===== src/hw/dsp_cfg.svh =====
`ifndef DSP_CFG_SVH
`define DSP_CFG_SVH

// ---------------------------------------------------------------
// serial element register indices
// ---------------------------------------------------------------
`define REG_DATA 3'h0
`define REG_IER 3'h1
`define REG_IIR 3'h2
`define REG_LCR 3'h3
`define REG_MCR 3'h4
`define REG_LSR 3'h5
`define REG_MSR 3'h6
`define REG_SCR 3'h7

// ---------------------------------------------------------------
// serial element field positions
// ---------------------------------------------------------------
`define LCR_DLAB_BIT 7
`define MCR_DTR_BIT 0
`define MCR_RTS_BIT 1
`define MCR_LOOP_BIT 4
`define MSR_DCD_BIT 3
`define MSR_CTS_BIT 4
`define MSR_DSR_BIT 5
`define MSR_RI_BIT 6
`define LSR_DR_BIT 0
`define LSR_OE_BIT 1
`define LSR_FE_BIT 3
`define LSR_THRE_BIT 5
`define LSR_TEMT_BIT 6

// ---------------------------------------------------------------
// reset values and fixed answers
// ---------------------------------------------------------------
`define BYTE_RST 8'h00
`define DIV_RST 16'h0000
`define DIV_ONE 16'h0001
`define IIR_NONE 8'h01
`define MARK_LEVEL 1'b1
`define SPACE_LEVEL 1'b0
`define LAST_BIT 3'h7
`define FIRST_BIT 3'h0
`define BUF_FULL_COUNT 2'h2
`define BUF_EMPTY_COUNT 2'h0
`define BUF_ONE_COUNT 2'h1

// ---------------------------------------------------------------
// parallel port
// ---------------------------------------------------------------
`define PP_REG_DATA 3'h0
`define PP_REG_STATUS 3'h1
`define PP_REG_CTRL 3'h2
`define PP_CTRL_DIR_BIT 5
`define PP_STATUS_RST 8'h00

`endif


===== src/hw/dsp_pkg.sv =====
`include "dsp_cfg.svh"

package dsp_pkg;
  typedef logic [7:0] byte_t;
  typedef enum logic [1:0] {TX_IDLE, TX_START, TX_DATA, TX_STOP} tx_state_t;
  typedef enum logic [1:0] {RX_IDLE, RX_START, RX_DATA, RX_STOP} rx_state_t;
endpackage


===== src/hw/pair_buffer.sv =====
`timescale 1ns/1ps
`include "dsp_cfg.svh"

module pair_buffer #(
  parameter int WIDTH = 8
) (
  // clock and reset
  input wire logic clk,
  input wire logic rst,
  // filling side
  input wire logic [WIDTH-1:0] in_data,
  input wire logic in_valid,
  output logic in_ready,
  // draining side
  output logic [WIDTH-1:0] out_data,
  output logic out_valid,
  input wire logic out_ready
);
  if (WIDTH < 1) begin : g_chk
    $error("pair_buffer WIDTH must be at least 1");
  end

  logic [WIDTH-1:0] mem_r [2];
  logic wr_ptr_r;
  logic rd_ptr_r;
  logic [1:0] count_r;
  logic push;
  logic pop;

  assign in_ready = (count_r != `BUF_FULL_COUNT);
  assign out_valid = (count_r != `BUF_EMPTY_COUNT);
  assign out_data = mem_r[rd_ptr_r];
  assign push = in_valid && in_ready;
  assign pop = out_valid && out_ready;

  always_ff @(posedge clk) begin
    if (push) begin
      mem_r[wr_ptr_r] <= in_data;
    end
  end

  always_ff @(posedge clk) begin
    if (rst) begin
      wr_ptr_r <= 1'b0;
      rd_ptr_r <= 1'b0;
    end else begin
      if (push) begin
        wr_ptr_r <= ~wr_ptr_r;
      end
      if (pop) begin
        rd_ptr_r <= ~rd_ptr_r;
      end
    end
  end

  always_ff @(posedge clk) begin
    if (rst) begin
      count_r <= `BUF_EMPTY_COUNT;
    end else if (push && !pop) begin
      count_r <= count_r + `BUF_ONE_COUNT;
    end else if (pop && !push) begin
      count_r <= count_r - `BUF_ONE_COUNT;
    end
  end
endmodule // pair_buffer


===== src/hw/rx_framer.sv =====
`timescale 1ns/1ps
`include "dsp_cfg.svh"

module rx_framer #(
  parameter int DIV_W = 16
) (
  // clock and reset
  input wire logic clk,
  input wire logic rst,
  // setup
  input wire logic enable,
  input wire logic [DIV_W-1:0] divisor,
  // serial line
  input wire logic line_in,
  // assembled byte
  output dsp_pkg::byte_t data_out,
  output logic data_valid,
  output logic frame_err
);
  import dsp_pkg::*;

  rx_state_t state_r;
  logic [DIV_W-1:0] cnt_r;
  logic [2:0] bit_r;
  byte_t shift_r;
  logic line_prev_r;
  logic tick;

  assign tick = (cnt_r == '0);
  assign data_out = shift_r;

  always_ff @(posedge clk) begin
    if (rst) begin
      line_prev_r <= `MARK_LEVEL;
    end else begin
      line_prev_r <= line_in;
    end
  end

  // sampling at mid-bit; a glitch shorter than half a bit is rejected
  always_ff @(posedge clk) begin
    if (rst || !enable) begin
      state_r <= RX_IDLE;
      cnt_r <= '0;
      bit_r <= `FIRST_BIT;
    end else begin
      unique case (state_r)
        RX_IDLE: begin
          if (line_prev_r && !line_in) begin
            state_r <= RX_START;
            cnt_r <= divisor >> 1;
          end
        end
        RX_START: begin
          if (!tick) begin
            cnt_r <= cnt_r - 1'b1;
          end else if (line_in == `SPACE_LEVEL) begin
            state_r <= RX_DATA;
            cnt_r <= divisor - 1'b1;
            bit_r <= `FIRST_BIT;
          end else begin
            state_r <= RX_IDLE;
          end
        end
        RX_DATA: begin
          if (!tick) begin
            cnt_r <= cnt_r - 1'b1;
          end else begin
            cnt_r <= divisor - 1'b1;
            bit_r <= bit_r + 1'b1;
            if (bit_r == `LAST_BIT) begin
              state_r <= RX_STOP;
            end
          end
        end
        RX_STOP: begin
          if (!tick) begin
            cnt_r <= cnt_r - 1'b1;
          end else begin
            state_r <= RX_IDLE;
          end
        end
      endcase
    end
  end

  always_ff @(posedge clk) begin
    if (rst) begin
      shift_r <= `BYTE_RST;
    end else if (state_r == RX_DATA && tick) begin
      shift_r <= {line_in, shift_r[7:1]};
    end
  end

  always_ff @(posedge clk) begin
    if (rst) begin
      data_valid <= 1'b0;
      frame_err <= 1'b0;
    end else begin
      data_valid <= enable && state_r == RX_STOP && tick;
      frame_err <= enable && state_r == RX_STOP && tick && line_in == `SPACE_LEVEL;
    end
  end
endmodule // rx_framer


===== src/hw/dual_serial_port_pin_interface.sv =====
`timescale 1ns/1ps
`include "dsp_cfg.svh"

// Overview of operation
// - with bidir enable low the parallel data lines are always driven
// - with bidir enable high the direction bit decides drive or input
// - modem status bit 5 shows the data-set-ready input
// - modem status bit 6 shows the ring indicator input
// - modem status bit 3 shows the carrier detect input
// - modem status bit 4 shows the clear-to-send input
// - terminal ready output follows modem control bit 0
// - request to send output follows modem control bit 1
// - reset puts both serial outputs at mark, logic one
// - loopback feeds own transmit line to receiver, ignoring the input pin
// - data bit 0 goes out first and is received first
// - host data bus driven only while returning read data
// - write strobe stores bus data in the addressed register of selected port
// - read strobe returns the addressed register of the selected port
// - reset forces idle, stopping all serial activity
// - after reset no serial activity until the host programs a divisor

module dual_serial_port_pin_interface #(
  parameter int DIV_W = 16
) (
  // clock and reset
  input wire logic clk,
  input wire logic rst,
  // host bus
  input wire logic select_serial_zero,
  input wire logic select_serial_one,
  input wire logic select_printer_port,
  input wire logic [2:0] register_index_lines,
  input wire logic host_write_strobe,
  input wire logic host_read_strobe,
  input wire dsp_pkg::byte_t host_data_in,
  output dsp_pkg::byte_t host_data_out,
  output logic host_data_oe_n,
  // serial element zero
  input wire logic serial_rx_line_zero,
  output logic serial_tx_line_zero,
  input wire logic clear_to_send_zero,
  input wire logic data_set_ready_zero,
  input wire logic ring_indicator_zero,
  input wire logic carrier_detect_in_zero,
  output logic terminal_ready_zero,
  output logic request_to_send_zero,
  // serial element one
  input wire logic serial_rx_line_one,
  output logic serial_tx_line_one,
  input wire logic clear_to_send_one,
  input wire logic data_set_ready_one,
  input wire logic ring_indicator_one,
  input wire logic carrier_detect_in_one,
  output logic terminal_ready_one,
  output logic request_to_send_one,
  // parallel port
  input wire logic bidir_port_enable_in,
  input wire dsp_pkg::byte_t printer_data_in,
  output dsp_pkg::byte_t printer_data_out,
  output logic printer_data_oe_n
);
  import dsp_pkg::*;

  if (DIV_W < 9 || DIV_W > 16) begin : g_chk
    $error("DIV_W must be 9 to 16");
  end

  // ---------------------------------------------------------------
  // decode
  // ---------------------------------------------------------------
  function automatic logic hit(input logic sel, input logic strobe, input logic [2:0] idx,
                               input logic [2:0] want);
    hit = sel && strobe && (idx == want);
  endfunction

  logic [1:0] sel_ser;
  logic [1:0] rx_pin;
  logic [1:0] cts_in;
  logic [1:0] dsr_in;
  logic [1:0] ri_in;
  logic [1:0] dcd_in;
  logic [1:0] tx_pin;
  logic [1:0] dtr_out;
  logic [1:0] rts_out;
  byte_t ser_rdata [2];

  assign sel_ser = {select_serial_one, select_serial_zero};
  assign rx_pin = {serial_rx_line_one, serial_rx_line_zero};
  assign cts_in = {clear_to_send_one, clear_to_send_zero};
  assign dsr_in = {data_set_ready_one, data_set_ready_zero};
  assign ri_in = {ring_indicator_one, ring_indicator_zero};
  assign dcd_in = {carrier_detect_in_one, carrier_detect_in_zero};

  assign serial_tx_line_zero = tx_pin[0];
  assign serial_tx_line_one = tx_pin[1];
  assign terminal_ready_zero = dtr_out[0];
  assign terminal_ready_one = dtr_out[1];
  assign request_to_send_zero = rts_out[0];
  assign request_to_send_one = rts_out[1];

  // ---------------------------------------------------------------
  // serial elements
  // ---------------------------------------------------------------
  for (genvar g = 0; g < 2; g++) begin : g_ser
    byte_t lcr_r;
    byte_t ier_r;
    byte_t mcr_r;
    byte_t scr_r;
    logic [DIV_W-1:0] div_r;
    logic oe_flag_r;
    logic fe_flag_r;
    logic tx_pin_r;
    logic tx_bit_r;
    logic dtr_r;
    logic rts_r;
    tx_state_t tx_state_r;
    logic [DIV_W-1:0] tx_cnt_r;
    logic [2:0] tx_bitn_r;
    byte_t tx_shift_r;
    logic dlab;
    logic loop;
    logic enable;
    logic tx_tick;
    logic thr_push;
    logic tx_room;
    byte_t tx_head;
    logic tx_head_valid;
    logic tx_take;
    logic rx_line;
    byte_t rx_byte;
    logic rx_byte_valid;
    logic rx_frame_err;
    logic rx_room;
    byte_t rx_head;
    logic rx_head_valid;
    logic rx_pop;
    logic lsr_read;
    byte_t lsr;
    byte_t msr;
    logic wr_any;

    assign dlab = lcr_r[`LCR_DLAB_BIT];
    assign loop = mcr_r[`MCR_LOOP_BIT];
    assign enable = (div_r != '0);
    assign wr_any = host_write_strobe && sel_ser[g];
    assign thr_push = hit(sel_ser[g], host_write_strobe, register_index_lines, `REG_DATA)
                      && !dlab;
    assign rx_pop = hit(sel_ser[g], host_read_strobe, register_index_lines, `REG_DATA)
                    && !dlab;
    assign lsr_read = hit(sel_ser[g], host_read_strobe, register_index_lines, `REG_LSR);
    assign tx_tick = (tx_cnt_r == '0);
    assign tx_take = enable && tx_state_r == TX_IDLE;

    // a write while both entries hold data is dropped; software polls room first
    pair_buffer #(.WIDTH(8)) u_tx_buf (
      .clk(clk),
      .rst(rst),
      .in_data(host_data_in),
      .in_valid(thr_push),
      .in_ready(tx_room),
      .out_data(tx_head),
      .out_valid(tx_head_valid),
      .out_ready(tx_take)
    );

    assign rx_line = loop ? tx_bit_r : rx_pin[g];

    rx_framer #(.DIV_W(DIV_W)) u_rx (
      .clk(clk),
      .rst(rst),
      .enable(enable),
      .divisor(div_r),
      .line_in(rx_line),
      .data_out(rx_byte),
      .data_valid(rx_byte_valid),
      .frame_err(rx_frame_err)
    );

    pair_buffer #(.WIDTH(8)) u_rx_buf (
      .clk(clk),
      .rst(rst),
      .in_data(rx_byte),
      .in_valid(rx_byte_valid),
      .in_ready(rx_room),
      .out_data(rx_head),
      .out_valid(rx_head_valid),
      .out_ready(rx_pop)
    );

    // register writes
    always_ff @(posedge clk) begin
      if (rst) begin
        lcr_r <= `BYTE_RST;
        ier_r <= `BYTE_RST;
        mcr_r <= `BYTE_RST;
        scr_r <= `BYTE_RST;
        div_r <= '0;
      end else if (wr_any) begin
        unique case (register_index_lines)
          `REG_DATA: begin
            if (dlab) begin
              div_r[7:0] <= host_data_in;
            end
          end
          `REG_IER: begin
            if (dlab) begin
              div_r[DIV_W-1:8] <= host_data_in[DIV_W-9:0];
            end else begin
              ier_r <= host_data_in;
            end
          end
          `REG_LCR: lcr_r <= host_data_in;
          `REG_MCR: mcr_r <= host_data_in;
          `REG_SCR: scr_r <= host_data_in;
          default: begin
          end
        endcase
      end
    end

    // sticky line errors: a new error beats the clearing read
    always_ff @(posedge clk) begin
      if (rst) begin
        oe_flag_r <= 1'b0;
        fe_flag_r <= 1'b0;
      end else begin
        if (rx_byte_valid && !rx_room) begin
          oe_flag_r <= 1'b1;
        end else if (lsr_read) begin
          oe_flag_r <= 1'b0;
        end
        if (rx_frame_err) begin
          fe_flag_r <= 1'b1;
        end else if (lsr_read) begin
          fe_flag_r <= 1'b0;
        end
      end
    end

    // transmitter
    always_ff @(posedge clk) begin
      if (rst || !enable) begin
        tx_state_r <= TX_IDLE;
        tx_bit_r <= `MARK_LEVEL;
        tx_cnt_r <= '0;
        tx_bitn_r <= `FIRST_BIT;
        tx_shift_r <= `BYTE_RST;
      end else begin
        unique case (tx_state_r)
          TX_IDLE: begin
            if (tx_head_valid) begin
              tx_state_r <= TX_START;
              tx_bit_r <= `SPACE_LEVEL;
              tx_cnt_r <= div_r - `DIV_ONE;
              tx_shift_r <= tx_head;
            end
          end
          TX_START: begin
            if (!tx_tick) begin
              tx_cnt_r <= tx_cnt_r - 1'b1;
            end else begin
              tx_state_r <= TX_DATA;
              tx_bit_r <= tx_shift_r[0];
              tx_shift_r <= tx_shift_r >> 1;
              tx_bitn_r <= `FIRST_BIT;
              tx_cnt_r <= div_r - `DIV_ONE;
            end
          end
          TX_DATA: begin
            if (!tx_tick) begin
              tx_cnt_r <= tx_cnt_r - 1'b1;
            end else begin
              tx_cnt_r <= div_r - `DIV_ONE;
              if (tx_bitn_r == `LAST_BIT) begin
                tx_state_r <= TX_STOP;
                tx_bit_r <= `MARK_LEVEL;
              end else begin
                tx_bitn_r <= tx_bitn_r + 1'b1;
                tx_bit_r <= tx_shift_r[0];
                tx_shift_r <= tx_shift_r >> 1;
              end
            end
          end
          TX_STOP: begin
            if (!tx_tick) begin
              tx_cnt_r <= tx_cnt_r - 1'b1;
            end else begin
              tx_state_r <= TX_IDLE;
            end
          end
        endcase
      end
    end

    // pins: loopback holds the line at mark so the link sees nothing
    always_ff @(posedge clk) begin
      if (rst) begin
        tx_pin_r <= `MARK_LEVEL;
        dtr_r <= 1'b0;
        rts_r <= 1'b0;
      end else begin
        tx_pin_r <= loop ? `MARK_LEVEL : tx_bit_r;
        dtr_r <= mcr_r[`MCR_DTR_BIT];
        rts_r <= mcr_r[`MCR_RTS_BIT];
      end
    end

    always_comb begin
      msr = `BYTE_RST;
      msr[`MSR_DCD_BIT] = dcd_in[g];
      msr[`MSR_CTS_BIT] = cts_in[g];
      msr[`MSR_DSR_BIT] = dsr_in[g];
      msr[`MSR_RI_BIT] = ri_in[g];
    end

    always_comb begin
      lsr = `BYTE_RST;
      lsr[`LSR_DR_BIT] = rx_head_valid;
      lsr[`LSR_OE_BIT] = oe_flag_r;
      lsr[`LSR_FE_BIT] = fe_flag_r;
      lsr[`LSR_THRE_BIT] = tx_room;
      lsr[`LSR_TEMT_BIT] = !tx_head_valid && tx_state_r == TX_IDLE;
    end

    always_comb begin
      unique case (register_index_lines)
        `REG_DATA: ser_rdata[g] = dlab ? div_r[7:0] : rx_head;
        `REG_IER: ser_rdata[g] = dlab ? 8'(div_r[DIV_W-1:8]) : ier_r;
        `REG_IIR: ser_rdata[g] = `IIR_NONE;
        `REG_LCR: ser_rdata[g] = lcr_r;
        `REG_MCR: ser_rdata[g] = mcr_r;
        `REG_LSR: ser_rdata[g] = lsr;
        `REG_MSR: ser_rdata[g] = msr;
        `REG_SCR: ser_rdata[g] = scr_r;
      endcase
    end

    assign tx_pin[g] = tx_pin_r;
    assign dtr_out[g] = dtr_r;
    assign rts_out[g] = rts_r;
  end

  // ---------------------------------------------------------------
  // parallel port
  // ---------------------------------------------------------------
  byte_t pp_ctrl_r;
  byte_t pp_data_r;
  logic pp_oe_n_r;
  byte_t pp_rdata;
  logic pp_drive;

  // direction bit counts only while bidir enable is high
  assign pp_drive = !bidir_port_enable_in || !pp_ctrl_r[`PP_CTRL_DIR_BIT];

  always_ff @(posedge clk) begin
    if (rst) begin
      pp_data_r <= `BYTE_RST;
      pp_ctrl_r <= `BYTE_RST;
    end else begin
      if (hit(select_printer_port, host_write_strobe, register_index_lines, `PP_REG_DATA)) begin
        pp_data_r <= host_data_in;
      end
      if (hit(select_printer_port, host_write_strobe, register_index_lines, `PP_REG_CTRL)) begin
        pp_ctrl_r <= host_data_in;
      end
    end
  end

  always_ff @(posedge clk) begin
    if (rst) begin
      pp_oe_n_r <= 1'b0;
    end else begin
      pp_oe_n_r <= !pp_drive;
    end
  end

  assign printer_data_out = pp_data_r;
  assign printer_data_oe_n = pp_oe_n_r;

  always_comb begin
    unique case (register_index_lines)
      `PP_REG_DATA: pp_rdata = pp_drive ? pp_data_r : printer_data_in;
      `PP_REG_STATUS: pp_rdata = `PP_STATUS_RST;
      `PP_REG_CTRL: pp_rdata = pp_ctrl_r;
      default: pp_rdata = `BYTE_RST;
    endcase
  end

  // ---------------------------------------------------------------
  // host read data
  // ---------------------------------------------------------------
  byte_t rdata_r;
  logic rd_oe_n_r;
  logic any_sel;

  assign any_sel = select_serial_zero || select_serial_one || select_printer_port;

  // read data registered, so the bus is driven only in the following cycle
  always_ff @(posedge clk) begin
    if (rst) begin
      rdata_r <= `BYTE_RST;
      rd_oe_n_r <= 1'b1;
    end else begin
      rd_oe_n_r <= !(host_read_strobe && any_sel);
      if (host_read_strobe && select_serial_zero) begin
        rdata_r <= ser_rdata[0];
      end else if (host_read_strobe && select_serial_one) begin
        rdata_r <= ser_rdata[1];
      end else if (host_read_strobe && select_printer_port) begin
        rdata_r <= pp_rdata;
      end
    end
  end

  assign host_data_out = rdata_r;
  assign host_data_oe_n = rd_oe_n_r;
endmodule // dual_serial_port_pin_interface


===== config.mk =====
export PLATFORM = sky130hd
export DESIGN_NAME = dual_serial_port_pin_interface
export DESIGN_NICKNAME = d
export VERILOG_FILES = /design/src/hw/dsp_pkg.sv /design/src/hw/pair_buffer.sv /design/src/hw/rx_framer.sv /design/src/hw/dual_serial_port_pin_interface.sv
export VERILOG_INCLUDE_DIRS = /design/src /design/src/hw
export SDC_FILE = /design/constraint.sdc
export NUM_CORES = 1
export LEC_CHECK = 0
export BUFFER_PORTS_ARGS = -buffer_cell sky130_fd_sc_hd__buf_2
export CAP_MARGIN = 20
export CORE_MARGIN = 3
export CORE_UTILIZATION = 45
export CTS_CLUSTER_DIAMETER = 40
export DETAILED_ROUTE_END_ITERATION = 7
export GPL_ROUTABILITY_DRIVEN = 0
export PLACE_DENSITY_LB_ADDON = 0.05
export SETUP_SLACK_MARGIN = 0.02
export SKIP_LAST_GASP = 1
export SLEW_MARGIN = 20
export SYNTH_ARGS = -nofsm -noshare
export SYNTH_HDL_FRONTEND = slang
export SYNTH_SLANG_ARGS = --single-unit
export TNS_END_PERCENT = 30

===== constraint.sdc =====
create_clock -name clk -period 2.8 [get_ports clk]
set_input_delay 0.56 -clock clk [delete_from_list [all_inputs] [get_ports clk]]
set_output_delay 0.56 -clock clk [all_outputs]
set_load 0.01 [all_outputs]

# ---- After elaboration in Yosys (flattened, before gate mapping)
# Memories as Yosys holds them, arrays and structs flattened. A register that Yosys moved wholly into a read port is not among the register bits.
# Index checks and enable logic that the tools add are counted.
dict set report classes {
  addsub 18
  n_mul 0
  n_shift 0
  reduce_logical 140
  n_bitwise 12
  div 0
  mux 125
  n_eq_ne 57
  order_cmp 0
}
# op count
set op_table {}
lappend op_table {{2-to-1 mux 16 bit} 16}
lappend op_table {{2-to-1 mux 8 bit} 16}
lappend op_table {{one-hot mux 16 bit (4 select lines)} 2}
lappend op_table {{one-hot mux 8 bit (8 select lines)} 2}
lappend op_table {{one-hot mux 16 bit (3 select lines)} 2}
lappend op_table {{subtractor 16 x 1 -> 16 bit (second input constant)} 6}
lappend op_table {{zero test 16 bit} 4}
lappend op_table {{2-to-1 mux 2 bit} 30}
lappend op_table {{logical AND 1 bit} 51}
lappend op_table {{one-hot mux 8 bit (3 select lines)} 2}
lappend op_table {{inequality test 2 bit (second input constant)} 22}
lappend op_table {{2-to-1 mux 3 bit} 12}
lappend op_table {{2-to-1 mux 1 bit} 32}
lappend op_table {{one-hot mux 2 bit (4 select lines)} 4}
lappend op_table {{nonzero test 16 bit} 2}
lappend op_table {{nonzero test 2 bit} 16}
lappend op_table {{AND reduction 5 bit} 6}
lappend op_table {{equality test 3 bit (second input constant)} 8}
lappend op_table {{one-hot mux 3 bit (2 select lines)} 4}
lappend op_table {{AND reduction 3 bit} 8}
lappend op_table {{AND reduction 4 bit} 6}
lappend op_table {{zero test 1 bit} 22}
lappend op_table {{inequality test 2 x 1 -> 1 bit (second input constant)} 10}
lappend op_table {{equality test 2 bit (second input constant)} 8}
lappend op_table {{other kinds (16)} 61}
dict set report totals {
  mem_bits_ro 0
  regBits 272
  memories 4
  out_inout_bits 24
  latch_bits 0
  ram_bits 64
}
# memory depth word_bits read_ports rd_ports_with_merged_regs wr line_no
set memory_table {}
lappend memory_table {{g_ser[0].u_rx_buf.mem_r} 2 8 1 1 1 pair_buffer.sv:23} ;# logic [WIDTH-1:0] mem_r [2];
lappend memory_table {{g_ser[0].u_tx_buf.mem_r} 2 8 1 1 1 pair_buffer.sv:23}
lappend memory_table {{g_ser[1].u_rx_buf.mem_r} 2 8 1 1 1 pair_buffer.sv:23}
lappend memory_table {{g_ser[1].u_tx_buf.mem_r} 2 8 1 1 1 pair_buffer.sv:23}

# ---- Depth between registers and ports, before layout
dict set report depth {
  depth_word 8
  mapped_depth 11
  depth_no_buf 10
}

# ---- Hierarchy
# From an unflattened synthesis, not the netlist that was laid out.
dict set report unflattened {
  hier_cells 1984
  area_unflattened_um2 17922.2
}
# mod instances cells_each area_per_inst_um2
set modules_own_cells {}
lappend modules_own_cells {dual_serial_port_pin_interface 1 1216 10231.1}
lappend modules_own_cells {pair_buffer 4 49 798.3}
lappend modules_own_cells {{rx_framer at g_ser[0].u_rx} 1 293 2290.9}
lappend modules_own_cells {{rx_framer at g_ser[1].u_rx} 1 279 2207.1}

# ---- Worst setup path before layout
# OpenSTA, ideal clock, no wires.
dict set report synth_path {
  kind {input -> register}
  from {input register_index_lines[0]}
  to {register g_ser[0].u_tx_buf.count_r[1]}
  slack_ps 222
  arrival_ps 2508
  path_stages 8
  n_path_buf 2
  required_time_ps 2730
  setup_ps 70
  cell_sequence {clkbuf_1 -> nor2_1 -> nand2_1 -> clkbuf_1 -> nor4_1 -> ha_1 -> or3_1 -> a21oi_1}
}
dict set report synth_between {
  elab_chain_len 7
  elab_cells_between_ends 9
  cone_classes {mux: 1; reduce/logical: 8}
}
# element line_no
set synth_lines {}
lappend synth_lines {{start: declaration} dual_serial_port_pin_interface.sv:32} ;# input wire logic [2:0] register_index_lines,
lappend synth_lines {{zero test 3 bit *} dual_serial_port_pin_interface.sv:73} ;# hit = sel && strobe && (idx == want);
lappend synth_lines {{logical AND 1 bit *} dual_serial_port_pin_interface.sv:73}
lappend synth_lines {{logical AND 1 bit *} dual_serial_port_pin_interface.sv:146} ;# assign thr_push = hit(sel_ser[g], host_write_strobe, register_index_lines, `REG_DATA)
lappend synth_lines {{logical AND 1 bit *} pair_buffer.sv:33} ;# assign push = in_valid && in_ready;
lappend synth_lines {{named net g_ser[0].u_tx_buf.push} pair_buffer.sv:27} ;# logic push;
lappend synth_lines {{zero test 1 bit} pair_buffer.sv:61} ;# end else if (pop && !push) begin
lappend synth_lines {{logical AND 1 bit} pair_buffer.sv:61}
lappend synth_lines {{nonzero test 2 bit (no line)} n/a}
lappend synth_lines {{end signal: assignment} pair_buffer.sv:58} ;# count_r <= `BUF_EMPTY_COUNT;
lappend synth_lines {{end signal: assignment} pair_buffer.sv:60} ;# count_r <= count_r + `BUF_ONE_COUNT;
lappend synth_lines {{end signal: assignment} pair_buffer.sv:62} ;# count_r <= count_r - `BUF_ONE_COUNT;
lappend synth_lines {{end: declaration} pair_buffer.sv:26} ;# logic [1:0] count_r;
# Mark *: on every way through the listed nets, which the timed path passes. The rest lies on a longest branch.
# A chain may end at the register's enable or synchronous reset.

# ---- Final worst setup path
dict set report layout_path {
  from {register g_ser[1].u_rx.cnt_r[0]}
  to {register g_ser[1].u_rx.shift_r[7]}
}
dict set report layout_between {
  elab_chain_len 2
}
# element line_no
set layout_lines {}
lappend layout_lines {{start: declaration} rx_framer.sv:23} ;# logic [DIV_W-1:0] cnt_r;
lappend layout_lines {{start signal: assignment} rx_framer.sv:51} ;# cnt_r <= divisor >> 1;
lappend layout_lines {{start signal: assignment} rx_framer.sv:56} ;# cnt_r <= cnt_r - 1'b1;
lappend layout_lines {{start signal: assignment} rx_framer.sv:59} ;# cnt_r <= divisor - 1'b1;
lappend layout_lines {{zero test 16 bit} rx_framer.sv:29} ;# assign tick = (cnt_r == '0);
lappend layout_lines {{logical AND 1 bit} rx_framer.sv:90} ;# end else if (state_r == RX_DATA && tick) begin
lappend layout_lines {{end signal: assignment} rx_framer.sv:89} ;# shift_r <= `BYTE_RST;
lappend layout_lines {{end signal: assignment} rx_framer.sv:91} ;# shift_r <= {line_in, shift_r[7:1]};
lappend layout_lines {{end: declaration} rx_framer.sv:25} ;# byte_t shift_r;
# No other way between the ends.

==> summary.md <==
| Metric | Value |
|---|---|
| Async SR Flop Fraction | 0% |
| Initial detailed-routing violation count | 1,129 |
| Aggregate global routing overflow | 0 |
| Initial Util | 45.8% |
| Final Cycle Share | 93.0% |
| Port-buffer cells | 60 |
| DIE AREA | 40,900 sq um |
| CP Launch Type | register |
| Core Area | 37,800 sq um |
| Deepest clock path buffer count | 3 |
| TritonRoute pass-1 iters | 5 |
| Top cells by area, synth | dfxtp_1 32%, edfxtp_1 11%, mux2i_1 10% |
| Die Span Y | 202 microns |
| Share of post-route cells with drive strength above 1 | 16.9% |
| Hold Violations, Final | 0 |
| Fraction of synthesized cell area taken by the top area cell type | 31.9% |
| Syn Area/Cell | 9.24 sq um |
| Cell variety after synth | 88 |
| Synth Instances | 1,873 |
| Worst Path Max Fanout | 9 |
| Largest net degree at the start of global routing | 54 |
| Final setup fails | 0 |
| I/O pin count | 61 |
| Setup TNS Final | 0 ps |
| DP HPWL | 34.1 mm |
| First-pass GRT wire length | 78.9 mm |
| WL/cell | 19.5 microns |
| Antenna cell count | 0 |
| Top post-synthesis cells by count | 276 x dfxtp_1, 230 x nor2_1, 175 x mux2i_1, 135 x nand2_1, 113 x a21oi_1 |
| Sequential-to-total area share from yosys stat | 43.0% |
| Worst VDD drop | 0.491 mV |
| Required @ worst endpoint | 3300 ps |
| Routed wire length | 49.3 mm |
| Pwr dens | 614 nW/um^2 |
| Max-slew violation count | 0 |
| Crit path time final | 2600 ps |
| Number of global-route vias before repair | 14,000 |
| Clock Skew | 17.8 ps |
| Outcome | finished clean |
| Detail Route Antenna Nets | 0 |
| Arrival time at the worst endpoint | 3100 ps |
| Area Overhead vs Synth | 18.2% |
| Final instance area | 20,500 sq um |
| GRT Overall Usage | 23.9% |
| Final nets | 2,042 |
| Leading area contributor after synthesis | dfxtp_1 |
| Worst-Skew Late Latency | 620 ps |
| Leak | 7.80 nW |
| Kind of critical path | register to register |
| FP Rows | 71 |
| Tightest Pin Transition | 916 ps |
| Peak Freq | 384 MHz |
| CP endpoint kind | register |
| Width of the die | 202 microns |
| Vias | 14,400 |
| H-tree Lvls | 2 |
| Mapped Area | 17,300 sq um |
| Class of the worst hold path | primary input to register |
| CTS root buffer | clkbuf_16 |
| DRC errors left | 0 |
| Initial antenna violation count | 0 |
| Ys flop type | dfxtp_1 |
| Vias per cell | 5.71 |
| Synth Net Count | 1,946 |
| Synth Register Bits | 340 |
| EDFF count, synth | 64 |
| Placed Area | 18,500 sq um |
| CTS sink count | 340 |
| TritonCTS Buffers | 56 |
| Yosys warning total | 0 |
| Most common cell in the synthesized netlist | dfxtp_1 |
| Max-cap violations | 0 |
| Slew headroom | 38.8% |
| TritonCTS clock tree | built |
| Clk slew on worst S/H paths | 50 ps |
| RSZ-0062 raised after global routing | false |
[timing repair]
action | 4_1_cts | 5_1_grt
hold buffers | 0 | 0
resized for setup | 0 | 1
endpoints found under the setup margin | 0 | 6
buffers inserted | 0 | 0
[layout by cell type (no fill, tap or decap), drive strengths merged, types with 14 or more instances in the layout]
cell      n
buf     153
nor4     21
edfxtp   64
nand3    45
or4      14
nand2b   17
a21oi   114
mux2     36
a211oi   16
ha       36
o21ai   112
nor2b    20
inv      58
clkbuf   63
nand2   136
dfxtp   276
or3      23
nor3     53
clkinv   17
o31ai    19
o22ai    19
xnor2    31
xor2     41
mux2i   175
a32o     18
nor2    231
a22oi    15
[metrics by stage]
step	cells	utilization (%)	power, W	hold slack, ps	setup WS (ps)
3_5_place_dp	2422	49.0	0.00560	448	141
5_1_grt	2528	54.2	0.0130	288	25.4
6_report	2528	54.2	0.0126	280	197
3_3_place_gp	2422	49.0	0.00560	440	178
4_1_cts	2528	54.2	0.0127	253	136
2_1_floorplan	1873	-	0.00540	413	222
[worst max-delay path, stage by stage (launching register included)]
cell     delay [ps]
dfxtp_1         360
inv_1            80
ha_1            170
or3b_4          450
or4_4           570
nor2_2          250
buf_4           220
nand2_2         140
mux2i_1         210
nor2_1           50
[power breakdown]
group          internal [W]  switching (W)  leakage, nW  total (W)
sequential          0.00501      0.0000184         2.81    0.00503
combinational      0.000158       0.000323         4.06   0.000481
clock               0.00435        0.00272        0.935    0.00707
[registers in the layout, indices dropped and copies added, names as in the netlist, 8 cells and up, named ones only]
name / flops
g_ser.lcr_r: 16
pp_ctrl_r: 8
g_ser.scr_r: 16
g_ser.u_rx.data_out: 16
g_ser.u_tx_buf.mem_r: 32
g_ser.u_rx_buf.mem_r: 32
printer_data_out: 8
g_ser.tx_shift_r: 16
host_data_out: 8
g_ser.ier_r: 16
g_ser.tx_cnt_r: 32
g_ser.u_rx.cnt_r: 32
g_ser.div_r: 32
g_ser.mcr_r: 16
[layout make-up]
class / instances / area, sq um
Clock buffer: 63 / 1470
Timing Repair Buffer: 153 / 1030
Clock inverter: 43 / 495
Multi-Input combinational cell: 1372 / 9210
Fill cell: 3464 / 17300
Inverter: 46 / 173
Sequential cell: 340 / 7450
Tap cell: 511 / 639
[cell families after synthesis]
group,count (synthesis),share of synthesized area (%)
XOR/XNOR,72,3.64
buffers and inverters,161,3.81
multiplexers,213,12.7
AO/OA/AOI/OAI,428,16.1
AND/OR/NAND/NOR,623,18.1
adder cells (fa/ha/maj),36,2.60
flip-flops,340,43.0
[path summary, 6_finish.rpt]
check	end	slack, ps	startpoint	depth (start not counted)
worst max register to register	g_ser[1].u_rx.data_out[7]$_SDFFE_PP0P_	200	g_ser[1].u_rx.cnt_r[0]$_SDFFE_PP0P_	9
worst min register to register	g_ser[1].tx_shift_r[7]$_SDFFE_PP0P_	450	g_ser[1].tx_shift_r[7]$_SDFFE_PP0P_	2
worst min-delay path	g_ser[1].u_rx.line_prev_r$_SDFF_PP1_	280	serial_rx_line_one	3
worst max-delay path	g_ser[1].u_rx.data_out[7]$_SDFFE_PP0P_	200	g_ser[1].u_rx.cnt_r[0]$_SDFFE_PP0P_	9
[routing by layer]
layer | wire, microns | GRT usage (%) | share of wire (%) | up-vias
met4 | 1000 | 6.46 | 2.0 | 0
li1 | - | - | - | 7033
met5 | 0 | 0 | 0 | -
met1 | 24100 | 35.5 | 49 | 6915
met3 | 2970 | 4.49 | 6.0 | 70
met2 | 21200 | 35.7 | 43 | 414
Note: power is estimated with default switching activity, not from simulation.
